$ cat src/design/bus_hold_consts.vh
// Constants for the primary bus hold arbiter.
// Included by the arbiter only; its request synchroniser does not include it.
`ifndef BUS_HOLD_CONSTS_VH
`define BUS_HOLD_CONSTS_VH

// Wait states loaded at reset
`define RESET_WAIT_COUNT     3'h7
`define WAIT_COUNT_WIDTH     3
// Wait counter end point and step
`define WAIT_ZERO            3'h0
`define WAIT_STEP            3'h1
// Extra cycles of least request width
`define HOLD_WIDTH_EXTRA     4'h3
// Longest grant delay when request held through reset
`define RESET_GRANT_CYCLES   4'h9
`define CYCLE_COUNT_WIDTH    4

// Arbiter states
`define ST_IDLE              2'h0
`define ST_DRAIN             2'h1
`define ST_HELD              2'h2
`define ST_RELEASE           2'h3

`endif

$ cat src/design/hold_req_sync.v
// Three-stage synchroniser for the active-low bus release request.
// Assumes the request comes from another clock domain.
`timescale 1ns/1ps
module hold_req_sync (
	// Clock and reset
	input  wire i_sys_clk,
	input  wire i_rst_n,
	// Raw pin and cleaned level
	input  wire i_req_n,
	output reg  o_req_n
);
	reg meta_r;
	reg s2_r;
	reg s3_r;

	// Second and third stages must agree before a change counts
	always @(posedge i_sys_clk or negedge i_rst_n) begin
		if (!i_rst_n) begin
			meta_r  <= 1'b1;
			s2_r    <= 1'b1;
			s3_r    <= 1'b1;
			o_req_n <= 1'b1;
		end else begin
			meta_r <= i_req_n;
			s2_r   <= meta_r;
			s3_r   <= s2_r;
			if (s2_r == s3_r)
				o_req_n <= s3_r;
		end
	end
endmodule // hold_req_sync

$ cat src/design/primary_bus_hold_arbiter.v
// Primary bus hold arbiter: hands the external bus to another master.
// Assumes i_sys_clk stands for the falling edge of the phase one clock,
// and that the core presents one access at a time on i_core_* ports.
//
// What this block does
// - Request synchronised; late setup may slip cycle
// - Lockout bit ends hold, ignores requests
// - No new bus access once request seen; cycle in flight ends
// - First write posted; stall on second
// - Request captured one cycle before cycle end
// - Grant low until one cycle after release
// - Bus outputs high impedance while granted
// - Request during reset: grant within nine
// - Reset loads seven software wait states
`timescale 1ns/1ps
`include "bus_hold_consts.vh"
module primary_bus_hold_arbiter #(
	parameter ADDR_W = 24,
	parameter DATA_W = 32
) (
	// Clock and reset
	input  wire              i_sys_clk,
	input  wire              i_reset_n,
	// External master handshake
	input  wire              i_bus_release_req_n,
	output reg               o_bus_release_grant_n,
	// Control from the bus control register
	input  wire              i_hold_lockout,
	input  wire              i_wait_load,
	input  wire [2:0]        i_wait_value,
	output reg  [2:0]        o_programmed_wait_count,
	// Core access request
	input  wire              i_core_req,
	input  wire              i_core_write,
	input  wire [ADDR_W-1:0] i_core_addr,
	input  wire [DATA_W-1:0] i_core_wdata,
	output reg               o_core_stall,
	output reg               o_core_done,
	// External bus pins
	output reg               o_external_access_strobe_n,
	output reg               o_rw,
	output reg  [ADDR_W-1:0] o_addr,
	output reg  [DATA_W-1:0] o_data,
	output reg               o_bus_oe,
	output reg               o_data_oe
);
	reg        rst_s1_r;
	reg        rst_n_r;
	wire       req_n;
	reg  [1:0] state_r;
	reg  [1:0] state_nxt;
	reg        busy_r;
	reg  [2:0] wait_r;
	reg        post_r;
	reg [ADDR_W-1:0] post_addr_r;
	reg [DATA_W-1:0] post_data_r;
	reg        hold_want;
	reg        cyc_last;

	// Arbiter states
	localparam [1:0] S_IDLE    = `ST_IDLE;
	localparam [1:0] S_DRAIN   = `ST_DRAIN;
	localparam [1:0] S_HELD    = `ST_HELD;
	localparam [1:0] S_RELEASE = `ST_RELEASE;

	// State that owns the grant and floats the bus
	function is_held;
		input [1:0] st;
		is_held = (st == S_HELD);
	endfunction

	// Last wait cycle of an access in flight
	function last_wait;
		input                         busy;
		input [`WAIT_COUNT_WIDTH-1:0] cnt;
		last_wait = busy && (cnt == `WAIT_ZERO);
	endfunction

	// No fresh access while hold pends or a write waits
	function bus_taken;
		input [1:0] st;
		input       busy;
		input       posted;
		bus_taken = (st != S_IDLE) || busy || posted;
	endfunction

	// Reset release through two flops
	always @(posedge i_sys_clk or negedge i_reset_n) begin
		if (!i_reset_n) begin
			rst_s1_r <= 1'b0;
			rst_n_r  <= 1'b0;
		end else begin
			rst_s1_r <= 1'b1;
			rst_n_r  <= rst_s1_r;
		end
	end

	hold_req_sync u_req_sync (
		.i_sys_clk (i_sys_clk),
		.i_rst_n   (rst_n_r),
		.i_req_n   (i_bus_release_req_n),
		.o_req_n   (req_n)
	);

	always @* begin
		hold_want = !req_n && !i_hold_lockout;
		cyc_last  = last_wait(busy_r, wait_r);
	end

	always @* begin
		state_nxt = state_r;
		case (state_r)
			S_IDLE: begin
				if (hold_want)
					state_nxt = S_DRAIN;
			end
			S_DRAIN: begin
				if (!hold_want && !busy_r)
					state_nxt = S_IDLE;
				else if (!busy_r || cyc_last)
					state_nxt = hold_want ? S_HELD : S_IDLE;
			end
			S_HELD: begin
				if (!hold_want)
					state_nxt = S_RELEASE;
			end
			S_RELEASE: begin
				// One quiet cycle before the bus is reused
				state_nxt = S_IDLE;
			end
			default: begin
				state_nxt = S_IDLE;
			end
		endcase
	end

	// Bus cycle engine and hold control
	always @(posedge i_sys_clk or negedge rst_n_r) begin
		if (!rst_n_r) begin
			state_r                    <= S_IDLE;
			busy_r                     <= 1'b0;
			wait_r                     <= `WAIT_ZERO;
			o_programmed_wait_count    <= `RESET_WAIT_COUNT;
			post_r                     <= 1'b0;
			post_addr_r                <= {ADDR_W{1'b0}};
			post_data_r                <= {DATA_W{1'b0}};
			o_bus_release_grant_n      <= 1'b1;
			o_core_stall               <= 1'b0;
			o_core_done                <= 1'b0;
			o_external_access_strobe_n <= 1'b1;
			o_rw                       <= 1'b1;
			o_addr                     <= {ADDR_W{1'b0}};
			o_data                     <= {DATA_W{1'b0}};
			o_bus_oe                   <= 1'b1;
			o_data_oe                  <= 1'b0;
		end else begin
			state_r     <= state_nxt;
			o_core_done <= 1'b0;
			if (i_wait_load)
				o_programmed_wait_count <= i_wait_value;
			o_bus_release_grant_n <= !is_held(state_nxt);
			o_bus_oe <= !is_held(state_nxt);
			if (busy_r) begin
				if (cyc_last) begin
					busy_r                     <= 1'b0;
					o_external_access_strobe_n <= 1'b1;
					o_rw                       <= 1'b1;
					o_data_oe                  <= 1'b0;
				end else begin
					wait_r <= wait_r - `WAIT_STEP;
				end
			end else if (state_nxt == S_IDLE && state_r != S_HELD && post_r) begin
				// Posted write goes out once hold ends
				busy_r                     <= 1'b1;
				wait_r                     <= o_programmed_wait_count;
				post_r                     <= 1'b0;
				o_external_access_strobe_n <= 1'b0;
				o_rw                       <= 1'b0;
				o_addr                     <= post_addr_r;
				o_data                     <= post_data_r;
				o_data_oe                  <= 1'b1;
			end
			if (i_core_req && !o_core_done) begin
				if (bus_taken(state_nxt, busy_r, post_r)) begin
					if (i_core_write && !post_r) begin
						post_r       <= 1'b1;
						post_addr_r  <= i_core_addr;
						post_data_r  <= i_core_wdata;
						o_core_done  <= 1'b1;
						o_core_stall <= 1'b0;
					end else begin
						o_core_stall <= 1'b1;
					end
				end else if (!busy_r) begin
					busy_r                     <= 1'b1;
					wait_r                     <= o_programmed_wait_count;
					o_external_access_strobe_n <= 1'b0;
					o_rw                       <= !i_core_write;
					o_addr                     <= i_core_addr;
					o_data                     <= i_core_wdata;
					o_data_oe                  <= i_core_write;
					o_core_done                <= 1'b1;
					o_core_stall               <= 1'b0;
				end
			end else begin
				o_core_stall <= 1'b0;
			end
		end
	end
endmodule // primary_bus_hold_arbiter

$ cat config.mk
export PLATFORM = sky130hd
export DESIGN_NAME = primary_bus_hold_arbiter
export DESIGN_NICKNAME = d
export VERILOG_FILES = /design/src/design/hold_req_sync.v /design/src/design/primary_bus_hold_arbiter.v
export VERILOG_INCLUDE_DIRS = /design/src /design/src/design
export SDC_FILE = /design/constraint.sdc
export NUM_CORES = 1
export LEC_CHECK = 0
export ABC_AREA = 1
export BUFFER_PORTS_ARGS = -buffer_cell sky130_fd_sc_hd__buf_2
export CAP_MARGIN = 20
export CORE_ASPECT_RATIO = 2
export CORE_MARGIN = 2
export CORE_UTILIZATION = 50
export DETAILED_ROUTE_END_ITERATION = 16
export PLACE_DENSITY = 0.74
export SYNTH_ARGS = -nofsm -noshare
export SYNTH_HDL_FRONTEND = slang
export SYNTH_SLANG_ARGS = --single-unit
$ cat constraint.sdc
create_clock -name i_sys_clk -period 12.3 [get_ports i_sys_clk]
set_input_delay 0.615 -clock i_sys_clk [delete_from_list [all_inputs] [get_ports i_sys_clk]]
set_output_delay 0.615 -clock i_sys_clk [all_outputs]
set_load 0.005 [all_outputs]
==> results.json <==
{
  "cpMostUsedCell": "nand2_1",
  "fmaxAchievable_mhz": 297.1,
  "critPathRequiredTime_ns": 12.60,
  "cp_data_arrival_time_ns": 3.66,
  "area_delta_synth_final_pct": 21.01,
  "routed_via_density": 5.024,
  "drtAntennaViolNets": 0,
  "clk_latency_ns": 0.41,
  "dieArea_um2": 13490,
  "grt_start_max_net_pins": 75,
  "cts_buffer_depth": 2,
  "dr_total_vias": 4969,
  "die_height_um": 162.2,
  "worst-setup-path-type": "flop to flop",
  "setup_tns_ns": 0,
  "yosysSeqAreaShare_pct": 53.77,
  "grtUsageTotal_pct": 21.50,
  "endpoint_kind": "flop",
  "grt_pass1_vias": 4940,
  "hp-class": "input port to flop",
  "coreArea_um2": 12200,
  "dpl.hpwl_mm": 9.345,
  "report.final.hold_viol_count": 0,
  "nets": 897,
  "fillers": 1061,
  "yosys_most_used_dff": "dfrtp_1",
  "portBuffers": 131,
  "holdPathStages": 1,
  "setup_violations": 0,
  "cts_tree": "built",
  "critPathMaxFanout": 46,
  "skew_ns": 0.007262,
  "start_kind": "flop",
  "worst-path-stages": 12,
  "place_area_um2": 6909,
  "crit_family": "simple AND/OR/NAND/NOR gates",
  "overflow": 0,
  "grt_pass1_wl_mm": 23.34,
  "p_per_area_nw_per_um2": 278.9,
  "drc_errors": 0,
  "slew_headroom_pct": 34.94,
  "stdcell_area_um2": 7575,
  "root_buffer": "clkbuf_16",
  "status": "finished, final reports clean",
  "critPathBufInv": 3,
  "ys_seq_elements": 134,
  "drt_iter0_markers": 242,
  "worstRegToRegCells": 12,
  "die_x_um": 83.12,
  "vdd_drop_max_uv": 147.2,
  "synthArstFlopShare_pct": 100.0,
  "avgSynthCellArea_um2": 8.767,
  "synth_edf_count": 0,
  "cts_max_level": 4,
  "diodes": 0,
  "rows": 57,
  "slowest_delay_ns": 0.61,
  "clock_sinks": 134,
  "rsz0062_at_grt": "false",
  "first_pass_iters": 5,
  "worst_pin_slew_ns": 0.9735,
  "p_leak_nw": 4.287,
  "drt_wl_total_mm": 14.06,
  "drive_gt1_share_pct": 28.27,
  "place_congestion": 0.8109,
  "avgRoutedWirePerCell_um": 14.21,
  "min_period_over_period_pct": 27.36,
  "syn_area_um2": 6260,
  "start_util_pct": 51.33,
  "clk_pin_slew_worst_paths_ns": 0.06,
  "timing.final.crit_period_ns": 3.366,
  "maxCapViolations": 0,
  "syn_nets": 782,
  "drv_slew": 0,
  "ys_types": 31,
  "antenna_found_initial": 1,
  "cts_buffers": 17,
  "path_cells": "inv_1 > ha_1 > nand2_2 > nand3_1 > nand2_2 > nor2_8 > nand4_4 > buf_4 > inv_2 > nand2_1 > nand2_1 > nand2_1",
  "yosys_warnings": 0,
  "ios": 132,
  "syn_inst": 714,
  "slowest_stage": "nand4_4"
}
-- cells in the final DEF, fill, tap and decap left out, types with 6 or more instances in the layout --
| cell type | instances |
|---|---|
| nand2_1 | 274 |
| buf_2 | 131 |
| dfrtp_1 | 123 |
| inv_1 | 87 |
| nand3_1 | 43 |
| o211ai_2 | 38 |
| nor2_1 | 25 |
| o21ai_0 | 23 |
| clkbuf_16 | 17 |
| o22ai_1 | 11 |
| dfstp_2 | 10 |
| nand2_2 | 8 |
| o22ai_2 | 6 |
-- per-stage QoR --
stage	instances	worst slack (ns)	total power, mW	hold slack (ns)	util [%]
4_1_cts	989	8.891	2.138	0.2862	62.11
6_report	989	8.934	2.113	0.3016	62.11
3_3_place_gp	955	8.878	1.540	0.3373	56.49
5_1_grt	989	8.588	2.281	0.2852	62.11
3_5_place_dp	956	8.850	1.569	0.3388	56.65
2_1_floorplan	714	8.308	1.341	0.3194	-
-- cell usage after synthesis, types with 9 or more instances --
master	count	area share [%]
buf_2	18	1.4
buf_6	9	1.6
clkbuf_1	10	0.60
dfrtp_1	124	50
dfstp_2	10	4.2
inv_1	87	5.2
nand2_1	274	16
nand3_1	43	3.4
nor2_1	26	1.6
o211ai_2	38	7.6
o21ai_0	23	1.8
o22ai_1	11	1.1
-- area by class of cell --
class / instances / area, um2 / area share (%)
flip-flops and latches: 134 / 3369 / 44.48
multi-input cells: 449 / 2316 / 30.57
repair buffers: 136 / 708.2 / 9.349
clock buffers: 20 / 456.7 / 6.029
inverters: 91 / 341.6 / 4.509
clock inverters: 12 / 198.9 / 2.626
well taps: 147 / 183.9 / 2.428
-- what timing repair did --
item                      in CTS  in global routing
buffers inserted               0                  0
hold buffers                   1                  0
hold endpoints to repair       2                  0
gates resized for setup        0                  0
-- cell families after synthesis --
family | share of synthesized area (%)
xor+xnor | 0.1399
fa+ha+maj | 0.5596
simple gates | 23.43
other cells | 0.05991
flops | 53.77
buf+inv | 9.355
compound gates | 12.69
-- layer usage --
metal	up-vias	track usage, %	share of wire [%]
li1	2457	-	-
met1	2356	23.69	39
met2	124	39.52	55
met3	30	4.268	3.4
met4	2	9.538	2.9
met5	-	0	0.092
-- worst paths after layout --
kind | startpoint | end | slack (ns)
setup / recovery | last_wait.cnt[0] | last_wait.cnt[2] | 8.93
hold / removal | i_bus_release_req_n | u_req_sync.meta_r | 0.30
setup reg to reg | last_wait.cnt[0] | last_wait.cnt[2] | 8.93
hold reg to reg | u_req_sync.meta_r | u_req_sync.s2_r | 0.35
max in group asynchronous | rst_n_r | last_wait.cnt[1] | 10.47
min in group asynchronous | rst_n_r | o_data[7] | 0.42
-- power breakdown --
part           internal (mW)  switching [mW]  leakage [nW]
combinational          0.312           0.461          2.35
sequential             0.654           0.130          1.62
clock                  0.371           0.185         0.320
total                   1.34           0.776          4.29
-- state kept, by name, indices dropped and copies added (netlist names), 2 cells and up, named ones only --
signal and count:
post_data_r 32, o_data 31, post_addr_r 24, o_addr 23, last_wait.cnt 3, o_programmed_wait_count 3
state_r 2
-- worst reg2reg max path, cell delays in order, from the launching register on --
cell and delay [ns]:
dfrtp_1 0.38, inv_1 0.11, ha_1 0.18, nand2_2 0.08, nand3_1 0.13, nand2_2 0.12, nor2_8 0.18, nand4_4 0.61
buf_4 0.58, inv_2 0.62, nand2_1 0.11, nand2_1 0.10, nand2_1 0.05
No activity file was read; power rests on OpenSTA's default activity.
